`src/core/hcf_pkg.sv`:
```
`default_nettype none
package hcf_pkg;
  localparam logic [7:0] HCF_HARDWARE_CONFIGURATION_OFS = 8'h00;
  localparam logic [7:0] HCF_TX_INFO_OFS = 8'h04;
  localparam logic [7:0] HCF_RX_INFO_OFS = 8'h08;
  localparam logic [7:0] HCF_MIL_CTRL_OFS = 8'h0c;
  localparam logic [7:0] HCF_DROP_CNT_OFS = 8'h10;
  localparam logic [7:0] HCF_ERR_OFS = 8'h14;
  localparam int HCF_BIT_SOFT_RESET_TRIGGER = 0;
  localparam int HCF_BIT_SOFT_RESET_TIMEOUT = 1;
  localparam int HCF_BIT_EXT_EN = 2;
  localparam int HCF_BIT_EXT_DET = 3;
  localparam int HCF_BIT_MGMT_SEL = 4;
  localparam int HCF_TXSZ_LSB = 16;
  localparam int HCF_TXSZ_W = 4;
  localparam logic [3:0] HCF_TXSZ_RST = 4'h5;
  localparam int unsigned HCF_TOTAL_BYTES = 16384;
  localparam int unsigned HCF_TXS_BYTES = 512;
  localparam int unsigned HCF_KB_BYTES = 1024;
  localparam int unsigned HCF_RXS_DIV = 16;
  localparam int unsigned HCF_FULL_MARGIN = 16;
  localparam int unsigned HCF_MIL_TX_BYTES = 2048;
  localparam int unsigned HCF_MIL_RX_BYTES = 128;
  localparam int unsigned HCF_MIL_TX_FRAMES = 2;
  localparam int HCF_SOFT_RESET_TIMEOUT_NS = 10000;
  localparam int HCF_CLK_NS = 25;
  localparam int HCF_SOFT_RESET_TIMEOUT_CYC = HCF_SOFT_RESET_TIMEOUT_NS / HCF_CLK_NS;
  localparam int HCF_SOFT_RESET_TRIGGER_HOLD_CYC = 4;
  typedef enum logic [1:0] {HCF_IDLE, HCF_WAIT_CLK, HCF_HOLD} hcf_soft_reset_trigger_type;
endpackage
`default_nettype wire

```
`src/core/hcf_top.sv`:
```
// Decided for this implementation: the register offsets and the Avalon-MM interface to the registers.
`timescale 1ns/10ps
`default_nettype none
// Contract
// - Management select 0 routes MDIO/MDC to internal PHY, 1 external.
// - Unselected side: internal lines low, or external MDIO released, MDC low.
// - Management select is independent of external port enable and MII mux.
// - External MDIO level is latched at reset into presence bit.
// - Presence bit is read-only information, affecting nothing else.
// - External port enable selects external MII port, not management or clocks.
// - Soft reset without PHY clocks is abandoned and sets timeout bit.
// - Soft reset clears registers and error flags, except exempt bits and self-clears.
// - Writes are ignored until one read follows reset.
// - TX size sets TX space; status 512 bytes, data gets rest.
// - RX space is 16384 minus TX; status one sixteenth; data rest.
// - TX data FIFO space holds command words and payload.
// - RX data FIFO full within 4 DWORDs of its length.
// - Interface layer buffers fixed: 2K transmit, 128 bytes receive.
// - Transmit interface buffer refills from TX data FIFO, two frames max.
// - Receive overrun drops frames, counting each lost frame once.
// - Interface buffer levels are hidden from reported FIFO levels.
module hcf_top
  import hcf_pkg::*;
#(
  parameter int SOFT_RESET_TIMEOUT_CYC = HCF_SOFT_RESET_TIMEOUT_CYC
)
(
  input wire logic sys_clk_i, // 40 MHz clock
  input wire logic rst_n_i, // hard reset, active low
  input wire logic [7:0] avs_address_i, // byte address
  input wire logic avs_read_i, // read request
  input wire logic avs_write_i, // write request
  input wire logic [31:0] avs_writedata_i, // write data
  input wire logic [3:0] avs_byteenable_i, // byte lanes
  output logic [31:0] avs_readdata_o, // read data
  output logic avs_waitrequest_o, // stall
  input wire logic phy_clks_running_i, // internal PHY clocks alive
  input wire logic mgmt_mdc_i, // management clock from MAC
  input wire logic mgmt_mdio_out_i, // management data out
  input wire logic mgmt_mdio_oe_n_i, // management drive, active low
  output logic mgmt_mdio_in_o, // management data in
  output logic int_mdc_o, // internal PHY MDC
  output logic int_mdio_out_o, // internal PHY MDIO out
  output logic int_mdio_oe_n_o, // internal MDIO drive, active low
  input wire logic int_mdio_in_i, // internal PHY MDIO in
  output logic ext_mdc_o, // external MDC
  output logic ext_mdio_out_o, // external MDIO out
  output logic ext_mdio_oe_n_o, // external MDIO drive, active low
  input wire logic ext_mdio_in_i, // external MDIO pin level
  output logic ext_port_en_o, // external MII port selected
  output logic mac_soft_rst_o, // MAC and system reset pulse
  input wire logic tx_err_i, // TX error event
  input wire logic rx_err_i, // RX error event
  input wire logic tx_fifo_valid_i, // TX data FIFO has a word
  output logic tx_fifo_ready_o, // pull a word into TX buffer
  input wire logic tx_fifo_eof_i, // word ends a frame
  input wire logic mac_tx_take_i, // MAC consumed a word
  input wire logic mac_tx_eof_i, // consumed word ended frame
  input wire logic rx_sof_i, // MAC frame start
  input wire logic rx_wr_i, // MAC writes a word
  input wire logic [15:0] rx_fifo_used_i, // RX data FIFO bytes used
  output logic rx_fifo_full_o, // RX data FIFO full
  output logic [15:0] tx_data_size_o, // TX data FIFO bytes
  output logic [15:0] rx_data_size_o // RX data FIFO bytes
);
  logic [1:0] rst_sync_r;
  logic rst_n;
  logic read_seen_r;
  logic mgmt_sel_r;
  logic ext_en_r;
  logic ext_det_r;
  logic det_done_r;
  logic soft_reset_timeout_r;
  logic [3:0] txsz_r;
  logic tx_err_r;
  logic rx_err_r;
  logic [31:0] drop_cnt_r;
  logic [31:0] rdata_r;
  logic ack_r;
  logic soft_reset_trigger_req;
  logic soft_clr;
  logic wr_ok;
  logic [15:0] tx_stat_sz;
  logic [15:0] rx_stat_sz;
  logic [15:0] rx_data_sz;
  logic [15:0] tx_data_sz;
  logic rx_drop;
  logic [7:0] rx_mil_lvl;
  logic [11:0] tx_mil_lvl_r;
  logic [1:0] tx_mil_frames_r;
  logic [15:0] soft_reset_trigger_cnt_r;
  hcf_soft_reset_trigger_type soft_reset_trigger_st_r;
  logic bus_req;

  function automatic logic hit(input logic [7:0] a, input logic [7:0] o);
    hit = (a == o);
  endfunction

  always_ff @(posedge sys_clk_i or negedge rst_n_i)
  begin
    if (!rst_n_i)
      rst_sync_r <= 2'b00;
    else
      rst_sync_r <= {rst_sync_r[0], 1'b1};
  end
  assign rst_n = rst_sync_r[1];

  // One-cycle wait, answer on the second edge
  assign bus_req = avs_read_i || avs_write_i;
  assign avs_waitrequest_o = bus_req && !ack_r;
  always_ff @(posedge sys_clk_i or negedge rst_n)
  begin
    if (!rst_n)
      ack_r <= 1'b0;
    else
      ack_r <= bus_req && !ack_r;
  end
  assign wr_ok = avs_write_i && ack_r && read_seen_r;
  always_ff @(posedge sys_clk_i or negedge rst_n)
  begin
    if (!rst_n)
      read_seen_r <= 1'b0;
    else if (avs_read_i && ack_r)
      read_seen_r <= 1'b1;
  end
  assign soft_reset_trigger_req = wr_ok && avs_byteenable_i[0] &&
    hit(avs_address_i, HCF_HARDWARE_CONFIGURATION_OFS) && avs_writedata_i[HCF_BIT_SOFT_RESET_TRIGGER];

  always_ff @(posedge sys_clk_i or negedge rst_n)
  begin
    if (!rst_n)
    begin
      soft_reset_trigger_st_r <= HCF_IDLE;
      soft_reset_trigger_cnt_r <= 16'h0000;
    end
    else
      case (soft_reset_trigger_st_r)
        HCF_IDLE:
        begin
          soft_reset_trigger_cnt_r <= 16'h0000;
          if (soft_reset_trigger_req)
            soft_reset_trigger_st_r <= HCF_WAIT_CLK;
        end
        HCF_WAIT_CLK:
        begin
          soft_reset_trigger_cnt_r <= soft_reset_trigger_cnt_r + 16'h0001;
          if (phy_clks_running_i)
          begin
            soft_reset_trigger_st_r <= HCF_HOLD;
            soft_reset_trigger_cnt_r <= 16'h0000;
          end
          else if (32'(soft_reset_trigger_cnt_r) >= SOFT_RESET_TIMEOUT_CYC - 1)
            soft_reset_trigger_st_r <= HCF_IDLE;
        end
        HCF_HOLD:
        begin
          soft_reset_trigger_cnt_r <= soft_reset_trigger_cnt_r + 16'h0001;
          if (32'(soft_reset_trigger_cnt_r) >= HCF_SOFT_RESET_TRIGGER_HOLD_CYC - 1)
            soft_reset_trigger_st_r <= HCF_IDLE;
        end
        default:
          soft_reset_trigger_st_r <= HCF_IDLE;
      endcase
  end
  assign soft_clr = (soft_reset_trigger_st_r == HCF_HOLD);
  assign mac_soft_rst_o = soft_clr;

  // timeout flag, cleared by next attempt
  always_ff @(posedge sys_clk_i or negedge rst_n)
  begin
    if (!rst_n)
      soft_reset_timeout_r <= 1'b0;
    else if (soft_reset_trigger_st_r == HCF_WAIT_CLK && !phy_clks_running_i &&
             32'(soft_reset_trigger_cnt_r) >= SOFT_RESET_TIMEOUT_CYC - 1)
      soft_reset_timeout_r <= 1'b1;
    else if (soft_reset_trigger_req)
      soft_reset_timeout_r <= 1'b0;
  end

  // Config bits; soft reset restores defaults
  always_ff @(posedge sys_clk_i or negedge rst_n)
  begin
    if (!rst_n)
    begin
      mgmt_sel_r <= 1'b0;
      ext_en_r <= 1'b0;
      txsz_r <= HCF_TXSZ_RST;
    end
    else if (soft_clr)
    begin
      mgmt_sel_r <= 1'b0;
      ext_en_r <= 1'b0;
      txsz_r <= HCF_TXSZ_RST;
    end
    else if (wr_ok && hit(avs_address_i, HCF_HARDWARE_CONFIGURATION_OFS))
    begin
      if (avs_byteenable_i[0])
      begin
        mgmt_sel_r <= avs_writedata_i[HCF_BIT_MGMT_SEL];
        ext_en_r <= avs_writedata_i[HCF_BIT_EXT_EN];
      end
      if (avs_byteenable_i[2])
        txsz_r <= avs_writedata_i[HCF_TXSZ_LSB +: HCF_TXSZ_W];
    end
  end

  always_ff @(posedge sys_clk_i or negedge rst_n)
  begin
    if (!rst_n)
    begin
      ext_det_r <= 1'b0;
      det_done_r <= 1'b0;
    end
    else if (!det_done_r)
    begin
      ext_det_r <= ext_mdio_in_i;
      det_done_r <= 1'b1;
    end
  end

  always_ff @(posedge sys_clk_i or negedge rst_n)
  begin
    if (!rst_n)
    begin
      tx_err_r <= 1'b0;
      rx_err_r <= 1'b0;
    end
    else
    begin
      tx_err_r <= tx_err_i || (tx_err_r && !soft_clr);
      rx_err_r <= rx_err_i || (rx_err_r && !soft_clr);
    end
  end

  assign mgmt_mdio_in_o = mgmt_sel_r ? ext_mdio_in_i : int_mdio_in_i;
  assign int_mdc_o = mgmt_sel_r ? 1'b0 : mgmt_mdc_i;
  assign int_mdio_out_o = mgmt_sel_r ? 1'b0 : mgmt_mdio_out_i;
  assign int_mdio_oe_n_o = mgmt_sel_r ? 1'b0 : mgmt_mdio_oe_n_i;
  assign ext_mdc_o = mgmt_sel_r ? mgmt_mdc_i : 1'b0;
  assign ext_mdio_out_o = mgmt_sel_r ? mgmt_mdio_out_i : 1'b0;
  assign ext_mdio_oe_n_o = mgmt_sel_r ? mgmt_mdio_oe_n_i : 1'b1;
  assign ext_port_en_o = ext_en_r;

  hcf_alloc u_alloc (
    .tx_size_i(txsz_r),
    .tx_data_o(tx_data_sz),
    .tx_stat_o(tx_stat_sz),
    .rx_data_o(rx_data_sz),
    .rx_stat_o(rx_stat_sz)
  );
  assign tx_data_size_o = tx_data_sz;
  assign rx_data_size_o = rx_data_sz;
  assign rx_fifo_full_o =
    (32'(rx_fifo_used_i) + HCF_FULL_MARGIN) >= 32'(rx_data_sz);

  // TX buffer pulls while room and under two frames
  assign tx_fifo_ready_o =
    (32'(tx_mil_lvl_r) + 4 <= HCF_MIL_TX_BYTES) &&
    (32'(tx_mil_frames_r) < HCF_MIL_TX_FRAMES) && !soft_clr;
  always_ff @(posedge sys_clk_i or negedge rst_n)
  begin
    if (!rst_n)
    begin
      tx_mil_lvl_r <= 12'h000;
      tx_mil_frames_r <= 2'b00;
    end
    else if (soft_clr)
    begin
      tx_mil_lvl_r <= 12'h000;
      tx_mil_frames_r <= 2'b00;
    end
    else
    begin
      tx_mil_lvl_r <= tx_mil_lvl_r
        + (tx_fifo_valid_i && tx_fifo_ready_o ? 12'h004 : 12'h000)
        - (mac_tx_take_i && tx_mil_lvl_r != 12'h000 ? 12'h004 : 12'h000);
      tx_mil_frames_r <= tx_mil_frames_r
        + (tx_fifo_valid_i && tx_fifo_ready_o && tx_fifo_eof_i ? 2'b01 : 2'b00)
        - (mac_tx_take_i && mac_tx_eof_i && tx_mil_frames_r != 2'b00
           ? 2'b01 : 2'b00);
    end
  end

  hcf_rx_mil u_rx_mil (
    .clk_i(sys_clk_i),
    .rst_n_i(rst_n),
    .clr_i(soft_clr),
    .sof_i(rx_sof_i),
    .wr_i(rx_wr_i),
    .drain_i(!rx_fifo_full_o),
    .level_o(rx_mil_lvl),
    .drop_o(rx_drop)
  );
  always_ff @(posedge sys_clk_i or negedge rst_n)
  begin
    if (!rst_n)
      drop_cnt_r <= 32'h0000_0000;
    else if (rx_drop)
      drop_cnt_r <= drop_cnt_r + 32'h0000_0001;
    else if (soft_clr)
      drop_cnt_r <= 32'h0000_0000;
  end

  always_ff @(posedge sys_clk_i or negedge rst_n)
  begin
    if (!rst_n)
      rdata_r <= 32'h0000_0000;
    else if (avs_read_i && !ack_r)
    begin
      rdata_r <= 32'h0000_0000;
      if (hit(avs_address_i, HCF_HARDWARE_CONFIGURATION_OFS))
      begin
        rdata_r[HCF_BIT_MGMT_SEL] <= mgmt_sel_r;
        rdata_r[HCF_BIT_EXT_DET] <= ext_det_r;
        rdata_r[HCF_BIT_EXT_EN] <= ext_en_r;
        rdata_r[HCF_BIT_SOFT_RESET_TIMEOUT] <= soft_reset_timeout_r;
        rdata_r[HCF_BIT_SOFT_RESET_TRIGGER] <= (soft_reset_trigger_st_r != HCF_IDLE);
        rdata_r[HCF_TXSZ_LSB +: HCF_TXSZ_W] <= txsz_r;
      end
      else if (hit(avs_address_i, HCF_TX_INFO_OFS))
        rdata_r <= {tx_stat_sz, tx_data_sz};
      else if (hit(avs_address_i, HCF_RX_INFO_OFS))
        rdata_r <= {rx_stat_sz, rx_data_sz};
      else if (hit(avs_address_i, HCF_DROP_CNT_OFS))
        rdata_r <= drop_cnt_r;
      else if (hit(avs_address_i, HCF_ERR_OFS))
        rdata_r <= {30'h0000_0000, rx_err_r, tx_err_r};
    end
  end
  assign avs_readdata_o = rdata_r;
endmodule
`default_nettype wire

```
`src/core/hcf_alloc.sv`:
```
`timescale 1ns/10ps
`default_nettype none
module hcf_alloc
  import hcf_pkg::*;
(
  input wire logic [3:0] tx_size_i, // TX allocation in KB
  output logic [15:0] tx_data_o, // TX data FIFO bytes
  output logic [15:0] tx_stat_o, // TX status FIFO bytes
  output logic [15:0] rx_data_o, // RX data FIFO bytes
  output logic [15:0] rx_stat_o // RX status FIFO bytes
);
  logic [15:0] tx_total;
  logic [15:0] rx_total;
  // TX unit is one kilobyte
  assign tx_total = 16'(32'(tx_size_i) * HCF_KB_BYTES);
  // TX status fixed
  assign tx_stat_o = 16'(HCF_TXS_BYTES);
  assign tx_data_o = tx_total - 16'(HCF_TXS_BYTES);
  // RX remainder split
  assign rx_total = 16'(HCF_TOTAL_BYTES) - tx_total;
  assign rx_stat_o = 16'(32'(rx_total) / HCF_RXS_DIV);
  assign rx_data_o = rx_total - rx_stat_o;
endmodule
`default_nettype wire

```
`src/core/hcf_rx_mil.sv`:
```
`timescale 1ns/10ps
`default_nettype none
module hcf_rx_mil
  import hcf_pkg::*;
#(
  parameter int MIL_BYTES = HCF_MIL_RX_BYTES
)
(
  input wire logic clk_i, // clock
  input wire logic rst_n_i, // reset, active low
  input wire logic clr_i, // soft reset clear
  input wire logic sof_i, // MAC frame start
  input wire logic wr_i, // MAC writes 4 bytes
  input wire logic drain_i, // move 4 bytes out
  output logic [7:0] level_o, // bytes held
  output logic drop_o // frame lost pulse
);
  logic [7:0] level_r;
  logic drop_frame_r;
  logic drop_r;
  logic full;
  assign full = (32'(level_r) + 4) > MIL_BYTES;
  assign level_o = level_r;
  assign drop_o = drop_r;
  always_ff @(posedge clk_i or negedge rst_n_i)
  begin
    if (!rst_n_i)
      level_r <= 8'h00;
    else if (clr_i)
      level_r <= 8'h00;
    else
      level_r <= level_r + ((wr_i && !full && !drop_frame_r && !sof_i) ||
        (wr_i && sof_i && !full) ? 8'h04 : 8'h00)
        - (drain_i && level_r != 8'h00 ? 8'h04 : 8'h00);
  end
  // Overrun drops frame
  always_ff @(posedge clk_i or negedge rst_n_i)
  begin
    if (!rst_n_i)
    begin
      drop_frame_r <= 1'b0;
      drop_r <= 1'b0;
    end
    else
    begin
      drop_r <= 1'b0;
      if (clr_i)
        drop_frame_r <= 1'b0;
      else if (wr_i && full && (sof_i || !drop_frame_r))
      begin
        drop_frame_r <= 1'b1;
        drop_r <= 1'b1;
      end
      else if (sof_i)
        drop_frame_r <= 1'b0;
    end
  end
endmodule
`default_nettype wire

```
`config.mk`:
```
export PLATFORM = sky130hd
export DESIGN_NAME = hcf_top
export DESIGN_NICKNAME = d
export VERILOG_FILES = /design/src/core/hcf_pkg.sv /design/src/core/hcf_top.sv /design/src/core/hcf_alloc.sv /design/src/core/hcf_rx_mil.sv
export SDC_FILE = /design/constraint.sdc
export NUM_CORES = 1
export LEC_CHECK = 0
export BUFFER_PORTS_ARGS = -buffer_cell sky130_fd_sc_hd__clkbuf_2
export CAP_MARGIN = 25
export CELL_PAD_IN_SITES_DETAIL_PLACEMENT = 2
export CELL_PAD_IN_SITES_GLOBAL_PLACEMENT = 2
export CORE_UTILIZATION = 30
export CTS_CLUSTER_DIAMETER = 80
export DETAILED_ROUTE_END_ITERATION = 16
export PLACE_DENSITY = 0.85
export SYNTH_ARGS = -nofsm -noshare
export SYNTH_HDL_FRONTEND = slang
export SYNTH_HIERARCHICAL = 1
export SYNTH_SLANG_ARGS = --single-unit
```
`constraint.sdc`:
```
create_clock -name sys_clk_i -period 3.5 [get_ports sys_clk_i]
set_input_delay 0.7 -clock sys_clk_i [delete_from_list [all_inputs] [get_ports sys_clk_i]]
set_output_delay 0.7 -clock sys_clk_i [all_outputs]
set_load 0.01 [all_outputs]
```
# Word level (Yosys, flattened, before mapping)
# Index checks and enable logic that the tools add are counted.
totals:
  reg_bits: 121
  inputBits: 78
  elab_cells: 154
classes:
  addsub: 14
  magnitude_cmp: 6
  eq_ne: 9
  n_mux: 49
  reduce_logical: 56
op_table:
  columns: ["op", "n"]
  rows:
  - ["two-way mux 32 bit", 5]
  - ["case mux 16 bit (3 select lines)", 1]
  - ["adder 32 x 1 -> 32 bit (second input constant)", 1]
  - ["greater-than comparator 32 x 8 -> 1 bit (second input constant)", 1]
  - ["logical AND 1 bit", 28]
  - ["two-way mux 12 bit", 2]
  - ["two-way mux 1 bit", 22]
  - ["adder 16 x 5 -> 17 bit (second input constant)", 1]
  - [">= comparator 17 x 16 -> 1 bit", 1]
  - ["adder 16 x 1 -> 16 bit (second input constant)", 1]
  - ["== test 8 x 5 -> 1 bit (second input constant)", 2]
  - [">= comparator 16 x 2 -> 1 bit (second input constant)", 1]
  - [">= comparator 16 x 9 -> 1 bit (second input constant)", 1]
  - ["two-way mux 16 bit", 1]
  - ["two-way mux 4 bit", 4]
  - ["subtractor 15 x 14 -> 16 bit (first input constant)", 1]
  - ["subtractor 16 x 12 -> 16 bit", 1]
  - ["subtractor 14 x 10 -> 15 bit (second input constant)", 1]
  - ["nonzero test 2 bit", 7]
  - ["adder 12 x 3 -> 13 bit (second input constant)", 1]
  - ["less-or-equal comparator 13 x 12 -> 1 bit (second input constant)", 1]
  - ["adder 12 x 3 -> 12 bit", 1]
  - ["two-way mux 2 bit", 6]
  - ["two-way mux 3 bit", 4]
  - ["other kinds (27)", 39]

# Longest topological paths before layout
depth:
  ltp_word: 11
  ltp_mapped: 25
  ltp_nobuf: 24

# Cells and area by module
# The synthesis kept the hierarchy.
by_module_without_submodules:
  columns: ["mod", "n_inst", "cells_each", "area_each_um2"]
  rows:
  - ["hcf_top", 1, 821, 7026.7]
  - ["hcf_rx_mil", 1, 75, 686.9]
  - ["hcf_alloc", 1, 95, 659.4]

# Worst setup path after synthesis
# No wires, ideal clock.
synth_path:
  path_type: "register to register"
  from: "register txsz_r[0]"
  to: "register u_rx_mil.level_r[5], in the netlist u_rx_mil/level_o[5]"
  arrival_ns: 4.729
  t_required_ns: 3.423
  slack_ns: -1.307
  path_stages_with_launch: 23
  path_buffers: 1
  cell_sequence: "dfstp_2 > buf_6 > inv_1 > ha_1 > xnor2_1 > nor3_2 > o21ai_0 > inv_1 > ha_1 > and2_1 > nand3_1 > o41ai_1 > o21ai_0 > o21a_1 > inv_1 > a41oi_1 > fa_1 > inv_1 > ha_1 > nor2b_1 > o21a_1 > or3_1 > a21oi_1"
synth_between:
  elab_chain_len: 8
synth_lines:
  columns: ["element", "line", "text"]
  rows:
  - ["start, declared", "hcf_top.sv:74", "logic [3:0] txsz_r;"]
  - ["start signal, assigned", "hcf_top.sv:203", "txsz_r <= avs_writedata_i[HCF_TXSZ_LSB +: HCF_TXSZ_W];"]
  - ["subtractor 15 x 14 -> 16 bit", "hcf_alloc.sv:20", "assign rx_total = 16'(HCF_TOTAL_BYTES) - tx_total;"]
  - ["via rx_stat_sz[8]", "hcf_top.sv:84", "logic [15:0] rx_stat_sz;"]
  - ["subtractor 16 x 12 -> 16 bit", "hcf_alloc.sv:22", "assign rx_data_o = rx_total - rx_stat_o;"]
  - ["via rx_data_size_o[13]", "hcf_top.sv:64", "output logic [15:0] rx_data_size_o"]
  - [">= comparator 17 x 16 -> 1 bit", "hcf_top.sv:254", "(32'(rx_fifo_used_i) + HCF_FULL_MARGIN) >= 32'(rx_data_sz);"]
  - ["logical NOT 1 bit", "hcf_top.sv:290", ".drain_i(!rx_fifo_full_o),"]
  - ["logical AND 1 bit", "hcf_rx_mil.sv:34", "- (drain_i && level_r != 8'h00 ? 8'h04 : 8'h00);"]
  - ["two-way mux 3 bit", "hcf_rx_mil.sv:34", null]
  - ["subtractor 8 bit", "hcf_rx_mil.sv:34", null]
  - ["two-way mux 8 bit", "hcf_rx_mil.sv:29", "else if (clr_i)"]
  - ["end signal, assigned", "hcf_rx_mil.sv:32", "level_r <= level_r + ((wr_i && !full && !drop_frame_r && !sof_i) ||"]
  - ["end, declared", "hcf_rx_mil.sv:18", "logic [7:0] level_r;"]
# The timed path passes the listed nets, and every way through them passes these cells.
# A chain may end at the register's enable or synchronous reset.

# Final worst setup path
layout_path:
  from: "register txsz_r[0]"
  to: "register u_rx_mil.level_r[5], in the netlist u_rx_mil/level_o[5]"
layout_between:
  elab_chain_len: 8
layout_lines:
  columns: ["element", "line"]
  rows:
  - ["subtractor 15 x 14 -> 16 bit", "hcf_alloc.sv:20"]
  - ["subtractor 16 x 12 -> 16 bit", "hcf_alloc.sv:22"]
  - [">= comparator 17 x 16 -> 1 bit", "hcf_top.sv:254"]
  - ["logical NOT 1 bit", "hcf_top.sv:290"]
  - ["logical AND 1 bit", "hcf_rx_mil.sv:34"]
  - ["two-way mux 3 bit", "hcf_rx_mil.sv:34"]
  - ["subtractor 8 bit", "hcf_rx_mil.sv:34"]
  - ["two-way mux 8 bit", "hcf_rx_mil.sv:29"]
# Every way passes these cells.

==> flow_summary.json <==
{
  "result_of_the_run": "finished, violations left",
  "failing_checks": "negative setup slack",
  "detailed_place_hpwl_um": 23800,
  "grt_pass1_vias": 9601,
  "layout-drive-gt1-share_pct": 29.8,
  "clkLatencyLatePin_ns": 0.44,
  "io_buffers": 110,
  "detail_route.wl_per_cell_um": 25.0,
  "global_route_wire_length_before_repair_um": 56500,
  "leakage_nw": 5.06,
  "final_layout_net_count": 1329,
  "firstDrtPassIters": 5,
  "ff2ff_setup_slack_ns": -1.29,
  "clk_pin_slew_ns": 0.07,
  "final_design_area_no_fill_um2": 11100,
  "fin_worst_hold_slack_ns": 0.0341,
  "cts.sink_count": 117,
  "design.die.area_um2": 28500,
  "cts-root-to-sink-buffers": 2,
  "die_width_um": 169,
  "track_usage_pct": 26.1,
  "element_type_at_the_critical_path_start": "flop",
  "ir_drop_uv": 493,
  "post-route-worst-setup-slack_ns": -1.29,
  "num_rows": 60,
  "cts_inserted_buffers": 17,
  "cts_hold_repair.buffers": 0,
  "highest_net_fanout_along_the_worst_path": 5,
  "drt-initial-drc-count": 460,
  "boundaryPins": 154,
  "insertedDiodeCount": 0,
  "floorplan.initialDensity_pct": 30.8,
  "avgSynthCellArea_um2": 8.46,
  "max_clock_freq_mhz": 209,
  "grt_antenna_before_repair": 1,
  "vias": 8753,
  "drv.max_cap_violation_count": 0,
  "yosysWarningCount": 6,
  "clock_skew_ns": 0.0145,
  "final_antenna_net_count": 0,
  "drc": 0,
  "timing.critical_path.arrival_ns": 5.16,
  "clockRootBuffer": "sky130_fd_sc_hd__clkbuf_16",
  "slew_viol_final": 0,
  "wl_um": 39200,
  "power.density_cell_area_nw_per_um2": 648,
  "final_util_pct": 41.0,
  "path_class": "reg2reg",
  "post_synth_inst_count": 988,
  "r2r.worst_path.cells": 22,
  "hold_violations": 0,
  "endpoint_kind": "flop",
  "core_region_area_um2": 27100,
  "hold_class": "in2async",
  "placed_cell_area_um2": 9820,
  "gp_routability_congestion": 0.815,
  "syn2layout_area_growth_pct": 32.9,
  "report.final.setup_viol": 12,
  "critical_path_required_ns": 3.87,
  "htreeDepth": 4,
  "globalRoute.totalOverflow": 0,
  "grt_setup_unrepaired": "yes",
  "clock_tree_from_tritoncts": "yes",
  "drt-vias-per-instance": 5.57,
  "final_min_period_over_clock_period_pct": 137,
  "headroom_to_the_max_slew_limit_pct": 33.9,
  "grt_max_degree": 58,
  "layout_min_cycle_time_ns": 4.79,
  "critical_path.reg2reg.startpoint": "txsz_r[0]",
  "post_synth_instance_area_um2": 8350,
  "chipHeight_um": 169,
  "reg2reg_to": "u_rx_mil/level_o[5]",
  "worst_slew_pin_slew_ns": 0.988
}
[repair_timing]
action / in CTS / in global routing
buffers inserted: 12 / 14
pin swaps: 32 / 36
resized for setup: 51 / 46
setup endpoints to repair: 11 / 14
[metrics by stage]
stage / std cells / worst slack (ns) / TNS, ns / power (mW)
after global placement: 1514 / -0.707 / -3.46 / 4.00
final: 1571 / -1.29 / -9.04 / 7.20
after global routing: 1571 / -1.36 / -10.27 / 7.55
after detailed placement: 1514 / -1.17 / -6.88 / 4.28
after floorplan: 1030 / -0.879 / -4.23 / 3.33
after CTS: 1557 / -1.05 / -6.64 / 6.52
[report_power, final]
| part | leakage, nW | internal, mW | switching, mW |
|---|---|---|---|
| registers | 1.55 | 1.53 | 0.211 |
| logic | 3.22 | 1.56 | 2.02 |
| clock network | 0.282 | 1.12 | 0.759 |
[how the worst max path moves through the flow]
stage,from,to,cells past startpoint
after CTS,txsz_r[0],u_rx_mil/level_o[5],21
after detailed placement,txsz_r[0],u_rx_mil/level_o[6],23
after global placement,txsz_r[0],u_rx_mil/level_o[5],20
after global routing,txsz_r[0],u_rx_mil/level_o[5],22
final,txsz_r[0],u_rx_mil/level_o[5],22
after floorplan,txsz_r[0],u_rx_mil/level_o[5],21
[cell type report]
class / count / area [um2]
clock buffer: 17 / 425
clock inverter: 14 / 178
tap: 372 / 465
sequential: 117 / 2940
timing repair buffer: 224 / 1480
fill: 2989 / 16000
multi-input combinational: 765 / 5380
inverter: 62 / 239
[worst max-delay path: stages, from the launching register on]
cell and delay (ns):
sky130_fd_sc_hd__dfstp_2 0.59, sky130_fd_sc_hd__clkinvlp_4 0.16, sky130_fd_sc_hd__ha_4 0.23, sky130_fd_sc_hd__nand2_4 0.10
sky130_fd_sc_hd__ha_4 0.24, sky130_fd_sc_hd__nand3b_1 0.20, sky130_fd_sc_hd__o221ai_2 0.23, sky130_fd_sc_hd__inv_2 0.08
sky130_fd_sc_hd__ha_4 0.28, sky130_fd_sc_hd__nand4_1 0.17, sky130_fd_sc_hd__buf_4 0.20, sky130_fd_sc_hd__o41ai_4 0.30
sky130_fd_sc_hd__o21ai_2 0.12, sky130_fd_sc_hd__o21a_1 0.22, sky130_fd_sc_hd__inv_2 0.08, sky130_fd_sc_hd__a41oi_2 0.05
sky130_fd_sc_hd__fa_2 0.40, sky130_fd_sc_hd__inv_2 0.08, sky130_fd_sc_hd__ha_4 0.20, sky130_fd_sc_hd__nor2b_4 0.13
sky130_fd_sc_hd__o21a_1 0.19, sky130_fd_sc_hd__or3_4 0.34, sky130_fd_sc_hd__a21oi_2 0.14
[cell usage in the layout (no fill, tap or decap), drive strengths merged, types with 39 or more instances in the layout]
| master | n |
|---|---|
| inv | 64 |
| nor2 | 62 |
| ha | 60 |
| a21oi | 110 |
| nand2 | 97 |
| nand3 | 39 |
| conb | 45 |
| o31ai | 39 |
| o21ai | 67 |
| clkbuf | 127 |
| buf | 114 |
| dfrtp | 115 |
[registers in the layout, indices dropped and copies added (netlist names), 2 cells and up]
register	cells
avs_readdata_o	32
drop_cnt_r	32
soft_reset_trigger_cnt_r	16
tx_mil_lvl_r	10
u_rx_mil/level_o	6
txsz_r	4
rst_sync_r	2
soft_reset_trigger_st_r	2
tx_mil_frames_r	2
[routing by layer]
layer	routed length, um	share of wire [%]	track usage, %	vias up
met4	2270	5.8	14.2	2
li1	-	-	-	3824
met5	12	0.031	0	-
met3	1830	4.7	4.40	132
met2	20300	52	47.4	343
met1	14800	38	29.1	4452
Note: power is estimated with default switching activity, not from simulation.
